$ cat src/rtl/comp_regs_pkg.sv
// Constants, types and carriers for the dual comparator register bank
package comp_regs_pkg;

	// ----------------------------------------
	// Bus and register map
	// ----------------------------------------
	localparam int ADDR_W = 12;
	localparam int DATA_W = 32;
	localparam int NUM_COMP = 2;
	localparam logic [7:0] IDX_COMP1_CONTROL = 8'h9A;
	localparam logic [7:0] IDX_COMP0_CONTROL = 8'h9B;
	localparam logic [7:0] IDX_COMP0_MODE = 8'h9D;
	localparam logic [ADDR_W-1:0] ADDR_COMP1_CONTROL = {2'h0, IDX_COMP1_CONTROL, 2'h0};
	localparam logic [ADDR_W-1:0] ADDR_COMP0_CONTROL = {2'h0, IDX_COMP0_CONTROL, 2'h0};
	localparam logic [ADDR_W-1:0] ADDR_COMP0_MODE = {2'h0, IDX_COMP0_MODE, 2'h0};

	// ----------------------------------------
	// Field positions and reset values
	// ----------------------------------------
	localparam int CTL_EN_BIT = 7;
	localparam int CTL_OUT_BIT = 6;
	localparam int CTL_RISE_BIT = 5;
	localparam int CTL_FALL_BIT = 4;
	localparam int CTL_PHYST_LSB = 2;
	localparam int CTL_NHYST_LSB = 0;
	localparam int MD_RSVD_BIT = 7;
	localparam int MD_RISE_IE_BIT = 5;
	localparam int MD_FALL_IE_BIT = 4;
	localparam int MD_SPEED_LSB = 0;
	localparam logic MD_RSVD_VAL = 1'h1;
	localparam logic [1:0] SPEED_RESET = 2'h2;

	// ----------------------------------------
	// Encodings and carriers
	// ----------------------------------------
	typedef enum logic [1:0] {HYST_OFF = 2'b00, HYST_5MV = 2'b01, HYST_10MV = 2'b10, HYST_20MV = 2'b11} hyst_e;
	typedef enum logic [1:0] {SPEED_M0 = 2'b00, SPEED_M1 = 2'b01, SPEED_M2 = 2'b10, SPEED_M3 = 2'b11} speed_e;
	typedef enum logic [1:0] {SEL_NONE = 2'b00, SEL_C0_CTL = 2'b01, SEL_C1_CTL = 2'b10, SEL_C0_MODE = 2'b11} reg_sel_e;

	typedef struct packed {
		logic enable;
		hyst_e pos_hyst;
		hyst_e neg_hyst;
	} comp_cfg_s;

	typedef struct packed {
		logic out_state;
		logic rise_flag;
		logic fall_flag;
	} comp_stat_s;

endpackage

$ cat src/rtl/comp_channel.sv
// One comparator channel: output synchroniser, edge detector and sticky flags
`timescale 1ns/1ps
`default_nettype none
module comp_channel
(
	input wire logic core_clk,
	input wire logic srst,
	input wire logic raw_out,
	input wire comp_regs_pkg::comp_cfg_s cfg,
	input wire logic flag_wr,
	input wire logic rise_wdata,
	input wire logic fall_wdata,
	output var comp_regs_pkg::comp_stat_s stat
);
	import comp_regs_pkg::*;

	logic sync1_q;
	logic sync2_q;
	logic out_q;
	logic prev_q;
	logic rise_q;
	logic fall_q;
	logic rise_evt;
	logic fall_evt;

	// ----------------------------------------
	// Synchroniser
	// ----------------------------------------
	always_ff @(posedge core_clk)
	begin
		if (srst)
		begin
			sync1_q <= 1'h0;
			sync2_q <= 1'h0;
		end
		else
		begin
			sync1_q <= raw_out;
			sync2_q <= sync1_q;
		end
	end

	// Disabled comparator reads low, shutdown output is meaningless
	always_ff @(posedge core_clk)
	begin
		if (srst)
		begin
			out_q <= 1'h0;
			prev_q <= 1'h0;
		end
		else
		begin
			out_q <= cfg.enable & sync2_q;
			prev_q <= out_q;
		end
	end

	// ----------------------------------------
	// Edge flags
	// ----------------------------------------
	// Disabling or retuning can make a false edge; software clears it
	assign rise_evt = out_q & ~prev_q;
	assign fall_evt = ~out_q & prev_q;

	// Hardware set beats a same-cycle software clear
	always_ff @(posedge core_clk)
	begin
		if (srst)
		begin
			rise_q <= 1'h0;
			fall_q <= 1'h0;
		end
		else
		begin
			rise_q <= rise_evt | (flag_wr ? rise_wdata : rise_q);
			fall_q <= fall_evt | (flag_wr ? fall_wdata : fall_q);
		end
	end

	assign stat = '{out_state: out_q, rise_flag: rise_q, fall_flag: fall_q};

endmodule // comp_channel
`default_nettype wire

$ cat src/rtl/dual_comparator_control_regs.sv
// APB register bank controlling two comparators
`timescale 1ns/1ps
`default_nettype none

// Contract
// - A comparator works only once software sets its enable bit 7; resets to 0.
// - Writing 0 to the enable bit shuts the comparator down.
// - Power-up or mode and hysteresis changes may set false edge flags.
// - Control bit 6 reads 1 when positive input exceeds negative input.
// - Rising flag, bit 5, sets on a rising edge and holds until written 0.
// - Falling flag, bit 4, sets on a falling edge and holds until written 0.
// - Bits 3:2 pick positive hysteresis: off, 5, 10 or 20 mV.
// - Bits 1:0 pick negative hysteresis: off, 5, 10 or 20 mV.
// - Mode bit 5 enables the rising-edge interrupt; resets to 0.
// - Mode bit 4 enables the falling-edge interrupt; resets to 0.
// - Mode bits 1:0 trade speed for power; reset value is 10.
// - Mode bit 7 reads 1; software always writes 1 there.
// - Mode bits 6 and 3:2 read 0 and ignore writes.
// - Comparator 0 control at 0x9B, mode at 0x9D, page 0x0.
// - Comparator 1 control at 0x9A with the same layout and behaviour.
// - A disabled comparator output and its state bit are held at 0.
// - Raw outputs are synchronised to the system clock before use.
// - Edge flags set whatever the interrupt enables are.
// - Interrupt only when flag, edge enable, source and global enables all set.
module dual_comparator_control_regs
(
	input wire logic core_clk,
	input wire logic srst,
	input wire logic [comp_regs_pkg::ADDR_W-1:0] paddr,
	input wire logic psel,
	input wire logic penable,
	input wire logic pwrite,
	input wire logic [comp_regs_pkg::DATA_W-1:0] pwdata,
	input wire logic [3:0] pstrb,
	output logic [comp_regs_pkg::DATA_W-1:0] prdata,
	output logic pready,
	output logic pslverr,
	input wire logic [comp_regs_pkg::NUM_COMP-1:0] comp_raw_out,
	input wire logic comp_irq_src_en,
	input wire logic global_irq_en,
	output comp_regs_pkg::comp_cfg_s comp_a_cfg,
	output comp_regs_pkg::comp_cfg_s comp_b_cfg,
	output comp_regs_pkg::speed_e comp_a_speed_mode,
	output logic comp_a_out_state,
	output logic comp_b_out_state,
	output logic comp_a_irq_req
);
	import comp_regs_pkg::*;

	// ----------------------------------------
	// Decode helpers
	// ----------------------------------------
	function automatic reg_sel_e reg_decode(input logic [ADDR_W-1:0] addr);
		reg_sel_e sel;
		sel = SEL_NONE;
		case (addr)
			ADDR_COMP0_CONTROL: sel = SEL_C0_CTL;
			ADDR_COMP1_CONTROL: sel = SEL_C1_CTL;
			ADDR_COMP0_MODE: sel = SEL_C0_MODE;
			default: sel = SEL_NONE;
		endcase
		return sel;
	endfunction

	function automatic logic [7:0] ctl_word(input comp_cfg_s cfg, input comp_stat_s st);
		logic [7:0] w;
		w = 8'h00;
		w[CTL_EN_BIT] = cfg.enable;
		w[CTL_OUT_BIT] = st.out_state;
		w[CTL_RISE_BIT] = st.rise_flag;
		w[CTL_FALL_BIT] = st.fall_flag;
		w[CTL_PHYST_LSB +: 2] = cfg.pos_hyst;
		w[CTL_NHYST_LSB +: 2] = cfg.neg_hyst;
		return w;
	endfunction

	// ----------------------------------------
	// Signals
	// ----------------------------------------
	comp_cfg_s cfg_q [NUM_COMP];
	comp_stat_s stat [NUM_COMP];
	logic [NUM_COMP-1:0] ctl_wr;
	logic rise_ie_q;
	logic fall_ie_q;
	speed_e speed_q;
	logic [DATA_W-1:0] rdata_q;
	logic [DATA_W-1:0] rdata_d;
	logic slverr_q;
	logic irq_q;
	logic wr_acc;
	logic mode_wr;
	reg_sel_e sel;

	// ----------------------------------------
	// APB slave
	// ----------------------------------------
	// Zero wait states: data is fetched during setup, so access always finishes at once
	assign sel = reg_decode(paddr);
	assign pready = psel & penable;
	assign wr_acc = psel & penable & pwrite & pstrb[0];
	assign ctl_wr[0] = wr_acc & (sel == SEL_C0_CTL);
	assign ctl_wr[1] = wr_acc & (sel == SEL_C1_CTL);
	assign mode_wr = wr_acc & (sel == SEL_C0_MODE);
	assign prdata = rdata_q;
	assign pslverr = slverr_q & psel & penable;

	always_comb
	begin
		rdata_d = '0;
		case (sel)
			SEL_C0_CTL: rdata_d[7:0] = ctl_word(cfg_q[0], stat[0]);
			SEL_C1_CTL: rdata_d[7:0] = ctl_word(cfg_q[1], stat[1]);
			SEL_C0_MODE:
			begin
				rdata_d[MD_RSVD_BIT] = MD_RSVD_VAL;
				rdata_d[MD_RISE_IE_BIT] = rise_ie_q;
				rdata_d[MD_FALL_IE_BIT] = fall_ie_q;
				rdata_d[MD_SPEED_LSB +: 2] = speed_q;
			end
			default: rdata_d = '0;
		endcase
	end

	always_ff @(posedge core_clk)
	begin
		if (srst)
		begin
			rdata_q <= '0;
			slverr_q <= 1'h0;
		end
		else if (psel && !penable)
		begin
			rdata_q <= pwrite ? '0 : rdata_d;
			slverr_q <= (sel == SEL_NONE);
		end
	end

	// ----------------------------------------
	// Control registers and channels
	// ----------------------------------------
	genvar gi;
	generate
		for (gi = 0; gi < NUM_COMP; gi++)
		begin : g_comp
			// Status bit 6 is read only; bits 5:4 go to the channel flags
			always_ff @(posedge core_clk)
			begin
				if (srst)
				begin
					cfg_q[gi] <= '{enable: 1'h0, pos_hyst: HYST_OFF, neg_hyst: HYST_OFF};
				end
				else if (ctl_wr[gi])
				begin
					cfg_q[gi].enable <= pwdata[CTL_EN_BIT];
					cfg_q[gi].pos_hyst <= hyst_e'(pwdata[CTL_PHYST_LSB +: 2]);
					cfg_q[gi].neg_hyst <= hyst_e'(pwdata[CTL_NHYST_LSB +: 2]);
				end
			end

			comp_channel u_chan
			(
				.core_clk(core_clk),
				.srst(srst),
				.raw_out(comp_raw_out[gi]),
				.cfg(cfg_q[gi]),
				.flag_wr(ctl_wr[gi]),
				.rise_wdata(pwdata[CTL_RISE_BIT]),
				.fall_wdata(pwdata[CTL_FALL_BIT]),
				.stat(stat[gi])
			);
		end
	endgenerate

	// ----------------------------------------
	// Mode register
	// ----------------------------------------
	// Bit 7 is a constant; whatever software writes there is dropped
	always_ff @(posedge core_clk)
	begin
		if (srst)
		begin
			rise_ie_q <= 1'h0;
			fall_ie_q <= 1'h0;
			speed_q <= speed_e'(SPEED_RESET);
		end
		else if (mode_wr)
		begin
			rise_ie_q <= pwdata[MD_RISE_IE_BIT];
			fall_ie_q <= pwdata[MD_FALL_IE_BIT];
			speed_q <= speed_e'(pwdata[MD_SPEED_LSB +: 2]);
		end
	end

	// ----------------------------------------
	// Interrupt request
	// ----------------------------------------
	always_ff @(posedge core_clk)
	begin
		if (srst)
		begin
			irq_q <= 1'h0;
		end
		else
		begin
			irq_q <= comp_irq_src_en & global_irq_en
				& ((stat[0].rise_flag & rise_ie_q) | (stat[0].fall_flag & fall_ie_q));
		end
	end

	// ----------------------------------------
	// Outputs
	// ----------------------------------------
	assign comp_a_cfg = cfg_q[0];
	assign comp_b_cfg = cfg_q[1];
	assign comp_a_speed_mode = speed_q;
	assign comp_a_out_state = stat[0].out_state;
	assign comp_b_out_state = stat[1].out_state;
	assign comp_a_irq_req = irq_q;
endmodule // dual_comparator_control_regs
`default_nettype wire

$ cat config.mk
export PLATFORM = sky130hd
export DESIGN_NAME = dual_comparator_control_regs
export DESIGN_NICKNAME = d
export VERILOG_FILES = /design/src/rtl/comp_regs_pkg.sv /design/src/rtl/comp_channel.sv /design/src/rtl/dual_comparator_control_regs.sv
export SDC_FILE = /design/constraint.sdc
export NUM_CORES = 1
export LEC_CHECK = 0
export BUFFER_PORTS_ARGS = -buffer_cell sky130_fd_sc_hd__buf_2
export CORE_MARGIN = 3
export CORE_UTILIZATION = 46
export DETAILED_ROUTE_END_ITERATION = 16
export GPL_TIMING_DRIVEN = 0
export HOLD_SLACK_MARGIN = 0.12
export PLACE_DENSITY_LB_ADDON = 0.25
export SLEW_MARGIN = 5
export SYNTH_ARGS = -nofsm -noshare
export SYNTH_HDL_FRONTEND = slang
export SYNTH_SLANG_ARGS = --single-unit
$ cat constraint.sdc
create_clock -name core_clk -period 4.4 [get_ports core_clk]
set_input_delay 0.22 -clock core_clk [delete_from_list [all_inputs] [get_ports core_clk]]
set_output_delay 0.22 -clock core_clk [all_outputs]
set_load 0.05 [all_outputs]
==> metrics.yaml, run 1 <==
status: "complete, no violations"
syn_area_per_cell_um2: 9.78
critPathLaunchType: "input pin"
slew_headroom_pct: 65.7
viasPerCell: 4.84
p_leak_nw: 1.05
wire_per_inst_um: 12.1
rsz0062_at_grt: "false"
yosysSeqAreaShare_pct: 47.2
critPathTopFamily: "simple AND/OR/NAND/NOR gates"
path_cells: "buf_2 -> or4b_4 -> nor4_4 -> and3_1 -> ha_1 -> clkbuf_1 -> a21o_1"
drv_cap: 0
die_area_um2: 4560
root_buffer: "clkbuf_8"
globalRouteOverflowTotal: 0
antenna_found_initial: 0
die_x_um: 67.5
hold_violations: 0
core.rowCount: 21
critPathMaxStageDelay_ps: 530
fin_crit_sh_pct: 52.6
cts_resized: 0
drt_first_pass_iters: 4
multi_input_area_um2: 757
final_cells: 308
crit_type: "in -> reg"
worst_slew_pin_slew_ps: 508
area_growth_pct: 28.5
arrival_ps: 2300
synth.distinct_cells: 42
fillers: 326
end_kind: "register"
routed_wl_um: 3730
setup_viol: 0
coreArea_um2: 3490
gp_congestion: 0.848
setup_tns_ps: 0
cts_tree: "yes"
die_y_um: 67.5
vias: 1490
slew_violations: 0
ys_ff_latch: 36
min_path_type: "in -> reg"
synth_area_um2: 1740
crit_fanout: 10
critPathSlowestCell: "or4b_4"
min_period_ps: 2310
cp_data_required_time_ps: 4390
nets: 322
clock_sinks: 36
antennaDiodeCount: 0
grt_pass1_wl_um: 5640
drc: 0
cts_max_path_buffers: 2
ant_nets: 0
hpwl_um: 2930
drtIter0Drc: 115
synth_cells: 178
cts_setup_buffers: 0
top_level_ports: 106
seq_area_um2: 821
p_per_area_nw_per_um2: 316
clk_pin_slew_ps: 70
hold_buffers: 0
start_util_pct: 49.8
cts.htree.levels: 2
gr-usage-all-layers_pct: 16.8
cts_buffers: 5
grt_pass1_vias: 1246
finalClockSkew_ps: 3.54
critPathBufInv: 2
portBuffers: 53
insertion_delay_ps: 290
fmax_mhz: 432
synth.yosys.warnings: 0
drive_above_1_share_pct: 33.6
dp.cells: 300
grt_max_degree: 13
ir_drop_mv: 0.243
==> cells in the mapped netlist (all sizes together) <==
master	instances	share of area (%)
conb	1	0.22
a22o	3	1.5
o21ai	8	2.3
o21a	1	0.43
a21o	2	0.86
a32oi	2	1.0
buf	25	11
inv	10	2.2
nand2b	1	0.36
clkbuf	7	1.5
and4	1	0.50
xor2	1	0.50
nand2	4	0.86
nor3	1	0.29
a21oi	7	2.0
a221oi	1	0.50
and3	2	0.72
dfxtp	26	30
nor4	1	1.2
a22oi	4	1.7
nor2	20	4.3
ha	4	2.9
nor2b	6	2.2
nand3	6	1.7
a222oi	4	2.3
nor4b	1	0.50
a21boi	1	0.43
a311o	1	0.58
and2	1	0.36
nand3b	1	0.43
nand4	1	0.36
or4b	2	1.4
nor3b	1	0.43
edfxtp	10	17
and4b	1	0.58
o22a	2	1.0
a2bb2oi	5	2.5
mux2i	1	0.58
and3b	2	1.0
==> state kept, by name, summed over array words and instances, names as in the netlist, 2 cells and up <==
register	flops
g_comp.u_chan.prev_q	2
g_comp.u_chan.rise_q	2
comp_a_speed_mode	2
g_comp.u_chan.sync2_q	2
g_comp.u_chan.out_q	2
prdata	8
g_comp.u_chan.sync1_q	2
cfg_q	10
g_comp.u_chan.fall_q	2
==> through the flow <==
| stage | total power, mW | cell area [um2] | setup slack, ps | utilization, % | hold slack (ps) |
|---|---|---|---|---|---|
| floorplan | 0.458 | 1830 | 2150 | - | 338 |
| global placement | 0.483 | 2150 | 1790 | 61.5 | 416 |
| detailed placement | 0.484 | 2150 | 1780 | 61.5 | 429 |
| CTS | 0.711 | 2240 | 2090 | 64.0 | 129 |
| global route | 0.732 | 2240 | 1940 | 64.0 | 168 |
| finish | 0.708 | 2240 | 2090 | 64.0 | 137 |
==> layout by cell type (no fill, tap or decap), types with 5 or more instances in the layout <==
master     instances
a21oi_1            7
a2bb2oi_1          5
buf_2             54
buf_4             24
clkbuf_1           7
clkbuf_8           5
conb_1            24
dfxtp_1           26
edfxtp_1          10
inv_1             10
nand3_1            6
nor2_1            20
nor2b_1            6
o21ai_0            7
==> logic make-up after synthesis <==
| kind of cell | count (synthesis) | share of synthesized area [%] |
|---|---|---|
| other | 1 | 0.215 |
| muxes | 1 | 0.575 |
| buffers and inverters | 42 | 14.3 |
| and+or+nand+nor | 52 | 17.2 |
| xor gates and xnor gates | 1 | 0.503 |
| DFF | 36 | 47.2 |
| adders and majority gates | 4 | 2.88 |
| AOI/OAI and AO/OA | 41 | 17.2 |
==> worst register-to-register path: cells and delay by family, from the launching register on <==
kind / cells / cell delay, ps
and+or+nand+nor: 1 / 50
AOI/OAI and AO/OA: 2 / 610
DFF: 1 / 420
==> per-layer routing <==
metal	GRT usage (%)	share of wire (%)
met5	0	0
met4	9.87	1.7
met3	3.99	11
met2	25.4	43
met1	21.8	44
==> path summary, 6_finish.rpt <==
| path | from | endpoint | slack [ps] | cells past startpoint |
|---|---|---|---|---|
| setup / recovery | paddr[8] | cfg_q[0][4] | 2090 | 7 |
| hold / removal | comp_raw_out[0] | g_comp[0].u_chan.sync1_q | 140 | 2 |
| setup reg to reg | cfg_q[1][4] | prdata[7] | 3210 | 3 |
| hold reg to reg | g_comp[0].u_chan.sync1_q | g_comp[0].u_chan.sync2_q | 440 | 1 |
==> power breakdown <==
group          total [mW]  switching (mW)  internal (mW)
Sequential          0.352         0.00426          0.348
Combinational       0.125          0.0907         0.0347
Clock               0.230           0.120          0.110
==> area by class of cell <==
cell class	count	area share, %
tap	46	2.57
buffer	32	9.45
multi-input combinational	123	33.8
clock buffer	5	3.08
timing repair buffer	53	11.9
clock inverter	3	0.839
inverter	10	1.68
sequential	36	36.7
Note: power is estimated with default switching activity, not from simulation.
==> inputs of run 2 (changes only) <==
CORE_UTILIZATION = 39   (was 46)
clock period = 2.04 ns   (was 4.4 ns; I/O delays follow)
==> metrics.yaml, run 2 (synthesis results as in run 1) <==
status: "finished with violations"
violations: "setup timing"
nets: 338
cts_buffers: 5
crit_fanout: 5
globalRouteOverflowTotal: 0
setup_viol: 4
coreArea_um2: 4140
vias: 1593
grt_pass1_vias: 1487
rsz0062_at_grt: "true"
min_period_ps: 2090
area_growth_pct: 46.9
clock_sinks: 36
top_level_ports: 106
viasPerCell: 4.86
core.rowCount: 23
layout_commonest_cell: "buf_2"
die_y_um: 72.8
critPathTopFamily: "simple AND/OR/NAND/NOR gates"
drive_above_1_share_pct: 38.8
final.setup.worst_slack_ps: -53.0
gr-usage-all-layers_pct: 17.3
min_path_type: "in -> reg"
cts.htree.levels: 2
fin_area_um2: 2560
root_buffer: "clkbuf_8"
ant_nets: 0
die_x_um: 72.8
place_area_um2: 2170
finalClockSkew_ps: 5.39
slew_headroom_pct: 64.2
antenna_found_initial: 0
clk_pin_slew_ps: 70
end_kind: "register"
portBuffers: 53
antennaDiodeCount: 0
cts_tree: "yes"
layout_common_cells: "53 x buf_2, 31 x buf_4, 26 x dfxtp_1, 24 x conb_1, 20 x nor2_1"
critPathLaunchType: "input pin"
dp.cells: 304
critPathMaxStageDelay_ps: 530
grt_max_degree: 12
critPathBufInv: 3
ir_drop_mv: 0.525
drv_cap: 0
path_cells: "buf_6 -> or4b_4 -> nor4_4 -> buf_4 -> nand3_4 -> ha_4 -> clkbuf_16 -> a222oi_1 -> a2bb2oi_2 -> nor2_1"
gp_congestion: 0.780
place_ws_ps: -431
final_cells: 328
start_util_pct: 42.0
fmax_mhz: 478
drt_first_pass_iters: 4
largest_register_ffs: 10
die_area_um2: 5300
slew_violations: 0
grt_pass1_wl_um: 6960
hpwl_um: 3130
cp_data_required_time_ps: 2210
drc: 0
cts_max_path_buffers: 2
p_per_area_nw_per_um2: 654
fin_crit_sh_pct: 103
wire_per_inst_um: 13.5
p_leak_nw: 1.17
arrival_ps: 2260
routed_wl_um: 4420
insertion_delay_ps: 290
critPathSlowestCell: "or4b_4"
crit_type: "in -> reg"
largest_register: "cfg_q"
worst_slew_pin_slew_ps: 535
drtIter0Drc: 112
hold_violations: 0
run 2: where the power goes:
part	switching, mW	leakage [nW]	internal, mW	total, mW
clock	0.255	0.0552	0.363	0.618
sequential	0.00994	0.306	0.751	0.761
combinational	0.205	0.805	0.0906	0.295
run 2: path summary, 6_finish.rpt:
kind	slack (ps)	cells past startpoint	to	startpoint
worst max-delay path	-50	10	prdata[5]	paddr[10]
worst min-delay path	120	3	cfg_q[1][2]	pwdata[2]
worst max register to register	830	3	prdata[1]	cfg_q[1][1]
worst min register to register	440	1	g_comp[1].u_chan.sync2_q	g_comp[1].u_chan.sync1_q
run 2: metal layers:
metal / vias up / wire [um] / global-route usage (%)
met5: - / 0 / 0
met4: 0 / 83 / 7.38
met3: 10 / 325 / 4.27
met2: 69 / 2060 / 26.9
met1: 729 / 1950 / 23.0
li1: 785 / - / -
run 2: stage by stage:
stage                     hold slack, ps  utilization (%)  TNS, ps  total power, mW
after floorplan                      220                -     -193            0.987
after global placement               309             52.3    -8510             1.04
after detailed placement             326             52.3    -9360             1.05
after CTS                            122             61.3    -92.1             1.68
after global routing                 130             61.7     -794             1.73
final                                124             61.7     -125             1.67
run 2: cell type report:
| class | instances | area, um2 |
|---|---|---|
| inverter | 10 | 37.5 |
| timing repair buffer | 69 | 417 |
| clock buffer | 6 | 72.6 |
| multi-input combinational | 123 | 866 |
| sequential | 36 | 821 |
| tap | 50 | 62.6 |
| fill | 363 | 1590 |
| clock inverter | 2 | 35.0 |
| buffer | 32 | 246 |
run 2: timing repair:
| action | in CTS | in global routing |
|---|---|---|
| endpoints found under the setup margin | 11 | 36 |
| hold buffers | 10 | 0 |
| hold endpoints to repair | 10 | 0 |
| pin swaps | 16 | 11 |
| buffers inserted | 5 | 1 |
| resized for setup | 22 | 3 |
run 2: worst register-to-register path, stage by stage (launching register included):
cell and delay (ps):
edfxtp_1 410, a222oi_1 400, a2bb2oi_1 220, nor2_1 50
